[config.mk]
export PLATFORM = sky130hd
export DESIGN_NAME = rbt_read_term
export DESIGN_NICKNAME = d
export VERILOG_FILES = /design/src/rbt_pkg.sv /design/src/rbt_read_buf.sv /design/src/rbt_drain_seq.sv /design/src/rbt_read_term.sv
export SDC_FILE = /design/constraint.sdc
export NUM_CORES = 1
export LEC_CHECK = 0
export BUFFER_PORTS_ARGS = -buffer_cell sky130_fd_sc_hd__buf_2
export CORE_AREA = 10 10 137 139
export DETAILED_ROUTE_END_ITERATION = 10
export DIE_AREA = 0 0 147 149
export PLACE_DENSITY_LB_ADDON = 0.05
export SLEW_MARGIN = 20
export SYNTH_ARGS = -nofsm -noshare
export SYNTH_HDL_FRONTEND = slang
export SYNTH_SLANG_ARGS = --single-unit
[constraint.sdc]
create_clock -name clk_sys -period 7.5 [get_ports clk_sys]
set_clock_uncertainty 0.05 [all_clocks]
set_input_delay 0.375 -clock clk_sys [delete_from_list [all_inputs] [get_ports clk_sys]]
set_output_delay 0.375 -clock clk_sys [all_outputs]
set_load 0.01 [all_outputs]
[src/rbt_pkg.sv]
`default_nettype none
package rbt_pkg;
  localparam int RBT_WORD_W = 32;
  localparam int RBT_BLOCK_WORDS = 4;
  localparam logic [2:0] RBT_QUAD_COUNT = 3'h4;
  localparam logic [2:0] RBT_SINGLE_COUNT = 3'h1;
  localparam logic [2:0] RBT_COUNT_ZERO = 3'h0;
  localparam logic [2:0] RBT_COUNT_STEP = 3'h1;
  localparam logic [1:0] RBT_FIRST_WORD = 2'h0;
  localparam logic [1:0] RBT_LAST_WORD = 2'h3;
  localparam logic [1:0] RBT_WORD_STEP = 2'h1;

  typedef enum logic [1:0] {
    RBT_SRC_UNCACHED = 2'b00,
    RBT_SRC_DCACHE   = 2'b01,
    RBT_SRC_ICACHE   = 2'b10
  } rbt_src_t;

  typedef enum logic [1:0] {
    RBT_CYC_NONE   = 2'b00,
    RBT_CYC_REFILL = 2'b01,
    RBT_CYC_FIXUP  = 2'b10,
    RBT_CYC_STREAM = 2'b11
  } rbt_cyc_t;

  typedef struct packed {
    logic       quad;
    rbt_src_t   src;
    logic [1:0] miss_word;
  } rbt_req_t;

  typedef struct packed {
    rbt_cyc_t   kind;
    logic [1:0] idx;
  } rbt_slot_t;

  typedef struct packed {
    logic                  valid;
    rbt_cyc_t              kind;
    logic [1:0]            idx;
    logic [RBT_WORD_W-1:0] data;
  } rbt_drain_t;
endpackage
`default_nettype wire

[src/rbt_read_buf.sv]
`timescale 1ns/1ps
`default_nettype none
module rbt_read_buf (
  input  wire logic                            clk_sys,
  input  wire logic                            reset,
  input  wire logic                            clr,
  input  wire logic                            wr_en,
  input  wire logic [1:0]                      wr_idx,
  input  wire logic [rbt_pkg::RBT_WORD_W-1:0]  wr_data,
  input  wire logic [1:0]                      rd_idx,
  output logic      [rbt_pkg::RBT_WORD_W-1:0]  rd_data,
  output logic      [rbt_pkg::RBT_BLOCK_WORDS-1:0] avail
);
  logic [rbt_pkg::RBT_WORD_W-1:0] mem_q [rbt_pkg::RBT_BLOCK_WORDS];

  for (genvar i = 0; i < rbt_pkg::RBT_BLOCK_WORDS; i++) begin : g_word
    always_ff @(posedge clk_sys) begin
      if (reset || clr) begin
        avail[i] <= 1'b0;
      end else if (wr_en && wr_idx == 2'(i)) begin
        avail[i] <= 1'b1;
      end
    end
    always_ff @(posedge clk_sys) begin
      if (wr_en && wr_idx == 2'(i)) begin
        mem_q[i] <= wr_data;
      end
    end
  end

  assign rd_data = mem_q[rd_idx];
endmodule // rbt_read_buf
`default_nettype wire

[src/rbt_drain_seq.sv]
`timescale 1ns/1ps
`default_nettype none
module rbt_drain_seq (
  input  wire logic               clk_sys,
  input  wire logic               reset,
  input  wire logic               start,
  input  wire logic               abort,
  input  wire logic               exec_stop,
  input  wire rbt_pkg::rbt_req_t  req,
  input  wire logic [3:0]         avail,
  output rbt_pkg::rbt_slot_t      slot,
  output logic                    slot_valid,
  output logic                    busy
);
  typedef enum logic [1:0] {
    RBT_SEQ_IDLE = 2'b00,
    RBT_SEQ_RUN  = 2'b01,
    RBT_SEQ_FIX  = 2'b10
  } rbt_seq_t;

  rbt_seq_t   state_q;
  logic [1:0] idx_q;
  logic       stop_q;
  logic [1:0] last_idx;

  always_comb begin
    last_idx   = req.quad ? rbt_pkg::RBT_LAST_WORD : rbt_pkg::RBT_FIRST_WORD;
    slot_valid = 1'b0;
    slot.kind  = rbt_pkg::RBT_CYC_NONE;
    slot.idx   = idx_q;
    unique case (state_q)
      RBT_SEQ_IDLE: ;
      RBT_SEQ_RUN: begin
        // waits for the word: memory is expected to stay ahead of us
        if (avail[idx_q]) begin
          slot_valid = 1'b1;
          if (req.src == rbt_pkg::RBT_SRC_UNCACHED) begin
            slot.kind = rbt_pkg::RBT_CYC_FIXUP;
          end else if (req.src == rbt_pkg::RBT_SRC_DCACHE) begin
            slot.kind = rbt_pkg::RBT_CYC_REFILL;
          end else if (idx_q < req.miss_word) begin
            slot.kind = rbt_pkg::RBT_CYC_REFILL;
          end else if (idx_q == req.miss_word) begin
            slot.kind = rbt_pkg::RBT_CYC_FIXUP;
          end else if (stop_q || exec_stop) begin
            slot.kind = rbt_pkg::RBT_CYC_REFILL;
          end else begin
            slot.kind = rbt_pkg::RBT_CYC_STREAM;
          end
        end
      end
      RBT_SEQ_FIX: begin
        slot_valid = 1'b1;
        slot.kind  = rbt_pkg::RBT_CYC_FIXUP;
        slot.idx   = last_idx == rbt_pkg::RBT_FIRST_WORD ? rbt_pkg::RBT_FIRST_WORD : req.miss_word;
      end
    endcase
  end

  always_ff @(posedge clk_sys) begin
    if (reset || abort) begin
      state_q <= RBT_SEQ_IDLE;
      idx_q   <= rbt_pkg::RBT_FIRST_WORD;
      stop_q  <= 1'b0;
    end else begin
      unique case (state_q)
        RBT_SEQ_IDLE: if (start) begin
          state_q <= RBT_SEQ_RUN;
          idx_q   <= rbt_pkg::RBT_FIRST_WORD;
          stop_q  <= 1'b0;
        end
        RBT_SEQ_RUN: if (slot_valid) begin
          // once streaming has stopped it stays stopped for this block
          stop_q <= stop_q || (exec_stop && idx_q > req.miss_word);
          if (req.src == rbt_pkg::RBT_SRC_UNCACHED || idx_q == last_idx) begin
            state_q <= req.src == rbt_pkg::RBT_SRC_DCACHE ? RBT_SEQ_FIX : RBT_SEQ_IDLE;
          end else begin
            idx_q <= idx_q + rbt_pkg::RBT_WORD_STEP;
          end
        end
        RBT_SEQ_FIX: state_q <= RBT_SEQ_IDLE;
        default: state_q <= RBT_SEQ_IDLE;
      endcase
    end
  end

  assign busy = state_q != RBT_SEQ_IDLE;
endmodule // rbt_drain_seq
`default_nettype wire

[src/rbt_read_term.sv]
`timescale 1ns/1ps
`default_nettype none
module rbt_read_term (
  input  wire logic                            clk_sys,
  input  wire logic                            reset,
  input  wire logic                            rd_req,
  input  wire rbt_pkg::rbt_req_t               rd_req_info,
  input  wire logic                            exec_stop,
  input  wire logic [rbt_pkg::RBT_WORD_W-1:0]  ad_in,
  input  wire logic                            read_capture_enable_n,
  input  wire logic                            ack_n,
  input  wire logic                            bus_fault_in_n,
  output logic                                 rd_ready_q,
  output logic                                 core_stall_q,
  output logic                                 rd_strobe_n_q,
  output logic                                 data_output_enable_n_q,
  output logic                                 burst_sel_n_q,
  output logic                                 next_op_ok_q,
  output logic                                 fault_pulse_q,
  output rbt_pkg::rbt_drain_t                  drain_q
);
  typedef enum logic [1:0] {
    RBT_BUS_IDLE = 2'b00,
    RBT_BUS_ADDR = 2'b01,
    RBT_BUS_DATA = 2'b10,
    RBT_BUS_TURN = 2'b11
  } rbt_bus_t;

  rbt_bus_t                       state_q;
  rbt_bus_t                       state_d;
  rbt_pkg::rbt_req_t              req_q;
  logic [2:0]                     words_q;
  logic                           ack_seen_q;
  logic                           accept;
  logic                           in_data;
  logic                           cap;
  logic                           ack_in;
  logic                           fault_in;
  logic [2:0]                     need;
  logic                           last_word;
  logic                           fault_hit;
  logic                           ack_now;
  logic                           end_read;
  rbt_pkg::rbt_slot_t             slot;
  logic                           slot_valid;
  logic                           seq_busy;
  logic [rbt_pkg::RBT_WORD_W-1:0] buf_data;
  logic [3:0]                     avail;

  assign accept    = rd_req && rd_ready_q && state_q == RBT_BUS_IDLE;
  assign in_data   = state_q == RBT_BUS_DATA;
  assign cap       = in_data && !read_capture_enable_n;
  assign ack_in    = in_data && !ack_n;
  assign fault_in  = in_data && !bus_fault_in_n;
  assign need      = req_q.quad ? rbt_pkg::RBT_QUAD_COUNT : rbt_pkg::RBT_SINGLE_COUNT;
  assign last_word = cap && (words_q + rbt_pkg::RBT_COUNT_STEP) == need;
  assign fault_hit = fault_in && !ack_seen_q;
  assign ack_now   = !ack_seen_q && !fault_hit && (ack_in || last_word);
  assign end_read  = fault_hit || last_word;

  // bus sequencing; idle in data phase simply waits
  always_comb begin
    state_d = state_q;
    unique case (state_q)
      RBT_BUS_IDLE: if (accept) state_d = RBT_BUS_ADDR;
      RBT_BUS_ADDR: state_d = RBT_BUS_DATA;
      RBT_BUS_DATA: if (end_read) state_d = RBT_BUS_TURN;
      RBT_BUS_TURN: state_d = RBT_BUS_IDLE;
    endcase
  end

  always_ff @(posedge clk_sys) begin
    if (reset) begin
      state_q <= RBT_BUS_IDLE;
    end else begin
      state_q <= state_d;
    end
  end

  always_ff @(posedge clk_sys) begin
    if (reset) begin
      req_q <= '0;
    end else if (accept) begin
      req_q <= rd_req_info;
    end
  end

  always_ff @(posedge clk_sys) begin
    if (reset || accept) begin
      words_q <= rbt_pkg::RBT_COUNT_ZERO;
    end else if (cap && !fault_hit && words_q != need) begin
      words_q <= words_q + rbt_pkg::RBT_COUNT_STEP;
    end
  end

  always_ff @(posedge clk_sys) begin
    if (reset || accept) begin
      ack_seen_q <= 1'b0;
    end else if (ack_now) begin
      ack_seen_q <= 1'b1;
    end
  end

  // read strobe stays low until the last word or a fault
  always_ff @(posedge clk_sys) begin
    if (reset) begin
      rd_strobe_n_q <= 1'b1;
    end else if (accept) begin
      rd_strobe_n_q <= 1'b0;
    end else if (end_read) begin
      rd_strobe_n_q <= 1'b1;
    end
  end

  // high through addressing so no memory fights our address drive
  always_ff @(posedge clk_sys) begin
    if (reset) begin
      data_output_enable_n_q <= 1'b1;
    end else if (state_q == RBT_BUS_ADDR) begin
      data_output_enable_n_q <= 1'b0;
    end else if (end_read) begin
      data_output_enable_n_q <= 1'b1;
    end
  end

  always_ff @(posedge clk_sys) begin
    if (reset) begin
      burst_sel_n_q <= 1'b1;
    end else if (accept) begin
      burst_sel_n_q <= !rd_req_info.quad;
    end else if (state_q == RBT_BUS_TURN) begin
      burst_sel_n_q <= 1'b1;
    end
  end

  // the core cannot issue a read in the cycle after termination
  always_ff @(posedge clk_sys) begin
    if (reset) begin
      rd_ready_q <= 1'b0;
    end else begin
      rd_ready_q <= state_d == RBT_BUS_IDLE && state_q != RBT_BUS_DATA && !accept
                    && !seq_busy && !ack_now;
    end
  end

  always_ff @(posedge clk_sys) begin
    if (reset) begin
      next_op_ok_q <= 1'b0;
    end else begin
      next_op_ok_q <= in_data && end_read;
    end
  end

  always_ff @(posedge clk_sys) begin
    if (reset) begin
      core_stall_q <= 1'b0;
    end else if (accept) begin
      core_stall_q <= 1'b1;
    end else if (ack_now || fault_hit) begin
      core_stall_q <= 1'b0;
    end
  end

  always_ff @(posedge clk_sys) begin
    if (reset) begin
      fault_pulse_q <= 1'b0;
    end else begin
      fault_pulse_q <= fault_hit;
    end
  end

  // capture is modelled on the sampling edge itself, one cycle resolution
  rbt_read_buf u_buf (
    .clk_sys (clk_sys),
    .reset   (reset),
    .clr     (accept || fault_hit),
    .wr_en   (cap && !fault_hit && words_q != need),
    .wr_idx  (req_q.quad ? words_q[1:0] : rbt_pkg::RBT_FIRST_WORD),
    .wr_data (ad_in),
    .rd_idx  (slot.idx),
    .rd_data (buf_data),
    .avail   (avail)
  );

  rbt_drain_seq u_seq (
    .clk_sys    (clk_sys),
    .reset      (reset),
    .start      (ack_now),
    .abort      (fault_hit),
    .exec_stop  (exec_stop),
    .req        (req_q),
    .avail      (avail),
    .slot       (slot),
    .slot_valid (slot_valid),
    .busy       (seq_busy)
  );

  always_ff @(posedge clk_sys) begin
    if (reset || fault_hit) begin
      drain_q <= '0;
    end else begin
      drain_q.valid <= slot_valid;
      drain_q.kind  <= slot.kind;
      drain_q.idx   <= slot.idx;
      drain_q.data  <= buf_data;
    end
  end
endmodule // rbt_read_term
`default_nettype wire

==> results_tabular.tex <==
\begin{tabular}{lr}
\hline
Metric & Value \\
\hline
\multicolumn{2}{l}{\textbf{Placed design}} \\
\quad Placed wire-length estimate after detailed placement & 8360 um \\
\quad IO Port Bufs & 87 \\
\quad Last weighted congestion value of the routability-driven placer & 0.768 \\
\quad Placed Area & 0.00783 mm2 \\
\quad Instance count after placement with tap cells included & 708 \\
\quad Post-place setup slack & 4.79 ns \\
\multicolumn{2}{l}{\textbf{Die}} \\
\quad Die Y & 149 um \\
\quad CORE AREA & 0.0162 mm2 \\
\quad Starting Density & 44.0\% \\
\quad Die area & 0.0219 mm2 \\
\quad Number of placement rows & 47 \\
\quad Horizontal die dimension & 147 um \\
\quad Number of top-level pins & 88 \\
\multicolumn{2}{l}{\textbf{Power}} \\
\quad P\_leak & 0.00303 uW \\
\quad Total power density per cell area & 284 mW/mm2 \\
\quad Worst supply voltage drop on vdd & 0.180 mV \\
\multicolumn{2}{l}{\textbf{Setup path}} \\
\quad Cell-by-cell trace of the critical path & inv\_1 > ha\_1 > or3b\_2 > o311a\_1 > and3\_2 \\
\quad Worst setup path startpoint & state\_q[0] \\
\quad Crit path buf inv count & 1 \\
\quad Stage delay of the slowest cell on the critical path & 0.84 ns \\
\quad Kind of start point of the critical path & register \\
\quad Endpoint class of the critical path & register \\
\quad Reg2reg start & state\_q[0] \\
\quad Required time of the critical path & 7.50 ns \\
\quad Critical path class & reg2reg \\
\quad Family with the most delay on the worst path & simple AND/OR/NAND/NOR gates \\
\quad Cell at the slowest stage of the critical path & sky130\_fd\_sc\_hd\_\_and3\_2 \\
\quad Data arrival, critical path & 2.66 ns \\
\quad Critical Path Fanout Max & 33 \\
\multicolumn{2}{l}{\textbf{Clock network}} \\
\quad Clock transition time at the flip-flop clock pins of the worst setup and hold paths & 0.07 ns \\
\quad Clock net sink count & 192 \\
\quad H-tree level count & 4 \\
\quad Clk Latency, worst-skew pair & 0.43 ns \\
\quad Number of setup buffers added after CTS & 0 \\
\quad CTS tree & yes \\
\quad Count of hold buffers inserted by post-cts repair & 0 \\
\quad Number of clock buffers inserted by TritonCTS & 17 \\
\quad Number of gates resized after cts & 0 \\
\quad Buffer cell driving the clock tree root & sky130\_fd\_sc\_hd\_\_clkbuf\_16 \\
\quad Maximum count of clock buffers along a single path & 2 \\
\multicolumn{2}{l}{\textbf{Cells and area}} \\
\quad Most common library cell in the layout ignoring fill and taps & sky130\_fd\_sc\_hd\_\_edfxtp\_1 \\
\quad Commonest cells after routing, fill and taps aside & sky130\_fd\_sc\_hd\_\_edfxtp\_1 (128), sky130\_fd\_sc\_hd\_\_buf\_2 (87), sky130\_fd\_sc\_hd\_\_dfxtp\_1 (64) \\
\quad Filler cells & 1359 \\
\quad Final Non-Filler Cells & 742 \\
\quad Growth of design area from synthesis to finish & 18.0\% \\
\quad Layout Cell Area excl Fill & 0.00841 mm2 \\
\quad Share of final-layout standard cells stronger than drive strength 1 & 32.2\% \\
\quad Total Nets Final & 564 \\
\multicolumn{2}{l}{\textbf{Global routing}} \\
\quad Initial antenna violation count & 1 \\
\quad Total congestion overflow after global routing & 0 \\
\quad Via count of the first global-routing pass & 4004 \\
\quad Maximum number of pins on one net before global-route repair & 46 \\
\quad Total routing resource utilization after global routing & 13.1\% \\
\quad Wire length of the first global-routing pass & 21900 um \\
\multicolumn{2}{l}{\textbf{Timing}} \\
\quad Crit path time final & 2.66 ns \\
\quad Relative max-transition margin & 38.8\% \\
\quad Final total negative setup slack & 0 ns \\
\quad Slew Limit Fails & 0 \\
\quad Worst Setup Slack, final & 4.84 ns \\
\quad Unrepaired setup endpoints after global routing & false \\
\quad Peak Freq & 376 MHz \\
\quad Final worst path period share & 35.5\% \\
\quad Worst-Margin Slew & 0.918 ns \\
\quad Hold violation total from the final report & 0 \\
\quad Setup-failing EPs final & 0 \\
\multicolumn{2}{l}{\textbf{Detailed routing}} \\
\quad First drt pass iteration count & 4 \\
\quad Ratio of routed vias to standard cells & 4.94 \\
\quad Post-detailed-route wirelength per cell & 18.4 um \\
\quad Number of DRC markers in iteration 0 & 135 \\
\quad Via Count & 3665 \\
\quad DRC violation count after routing & 0 \\
\quad Final ANT Viol Nets & 0 \\
\quad Routed Wire Length & 13700 um \\
\multicolumn{2}{l}{\textbf{Min path}} \\
\quad Hold path startpoint & ad\_in[13] \\
\quad Tightest Hold Check Type & in2reg \\
\multicolumn{2}{l}{\textbf{Yosys}} \\
\quad Yosys top cell area share & 54.0\% \\
\quad Cell area after technology mapping & 0.00712 mm2 \\
\quad Synthesized flop and latch total & 192 \\
\quad Seq/Total Area, Yosys & 71.9\% \\
\quad Avg Synthesized Cell Area & 17.2 um2 \\
\quad Syn nets & 470 \\
\quad Most used flip-flop cell after synthesis & sky130\_fd\_sc\_hd\_\_edfxtp\_1 \\
\quad Asr flop ratio synth & 0\% \\
\quad Cell type with the largest total area after synthesis & sky130\_fd\_sc\_hd\_\_edfxtp\_1 \\
\quad Yosys warning total & 0 \\
\quad Synthesized instance count & 414 \\
\quad Yosys cell types & 50 \\
\quad Number of synthesized flops with an enable pin & 128 \\
\quad Synth top area cells & sky130\_fd\_sc\_hd\_\_edfxtp\_1 (54\%), sky130\_fd\_sc\_hd\_\_dfxtp\_1 (18\%), sky130\_fd\_sc\_hd\_\_mux4\_2 (10\%) \\
\multicolumn{2}{l}{\textbf{Job}} \\
\quad Max-Cap Viols & 0 \\
\multicolumn{2}{l}{\textbf{Outcome}} \\
\quad Status & finished, final reports clean \\
\hline
\end{tabular}
## path summary, 6_finish.rpt
kind | to | slack (ns) | cells after the start
max | u_buf.mem_q[1][0] | 4.84 | 5
min | u_buf.mem_q[2][13] | 0.10 | 1
max reg2reg | u_buf.mem_q[1][0] | 4.84 | 5
min reg2reg | u_seq.state_q[0] | 0.44 | 2
## sequential cells by signal (all words and copies together), names as in the netlist, 2 cells and up
register       cells
state_q            2
u_seq.idx_q        2
u_buf.avail        4
u_buf.mem_q      128
words_q            3
u_seq.state_q      2
drain_q           37
req_q              5
## power by group
group | total, uW | switching [uW] | internal, uW
registers | 1230 | 31.7 | 1200
logic | 304 | 162 | 142
clock network | 853 | 391 | 462
total | 2390 | 584 | 1800
## layout make-up
cell class | count | area (um2) | share of cell area [%]
flip-flops and latches | 192 | 5120 | 61.0
multi-input cells | 193 | 1910 | 22.8
repair buffers | 92 | 485 | 5.77
clock buffers | 18 | 429 | 5.10
well taps | 220 | 275 | 3.27
clock inverters | 14 | 130 | 1.55
inverters | 12 | 45.0 | 0.536
diodes | 1 | 2.50 | 0.0298
## routing by layer
layer | track usage [%] | routed length, um | vias to the layer above
met5 | 0 | 0 | -
met4 | 4.31 | 133 | 0
met3 | 4.61 | 677 | 10
met2 | 21.4 | 6840 | 70
met1 | 16.0 | 6020 | 1826
li1 | - | - | 1759
## cells in the mapped netlist (3+ instances only)
cell type	count
sky130_fd_sc_hd__edfxtp_1	128
sky130_fd_sc_hd__dfxtp_1	64
sky130_fd_sc_hd__and2_1	35
sky130_fd_sc_hd__mux4_2	33
sky130_fd_sc_hd__nand2_1	17
sky130_fd_sc_hd__nor2_1	13
sky130_fd_sc_hd__ha_1	12
sky130_fd_sc_hd__inv_1	12
sky130_fd_sc_hd__clkbuf_1	10
sky130_fd_sc_hd__a21oi_1	8
sky130_fd_sc_hd__nand3_1	8
sky130_fd_sc_hd__mux2i_1	7
sky130_fd_sc_hd__o21a_1	6
sky130_fd_sc_hd__a21o_1	4
sky130_fd_sc_hd__and3_1	4
sky130_fd_sc_hd__buf_4	4
sky130_fd_sc_hd__nor2b_1	4
sky130_fd_sc_hd__o21ai_0	4
sky130_fd_sc_hd__buf_2	3
## stage by stage
stage          hold slack, ns  utilization, %  total power (uW)
2_1_floorplan           0.397               -              1450
3_3_place_gp            0.417            48.4              1560
3_5_place_dp            0.425            48.4              1560
4_1_cts                0.0859            51.8              2420
5_1_grt                0.0882            52.0              2500
6_report                0.105            52.0              2390
## cells by family after synthesis
logic type,synth area share (%)
flip-flops,71.9
AND/OR/NAND/NOR,8.20
multiplexers,11.4
AO/OA/AOI/OAI,3.83
buffers and inverters,1.79
adder cells (fa/ha/maj),2.11
XOR/XNOR,0.703
(Power assumes the default switching activity.)
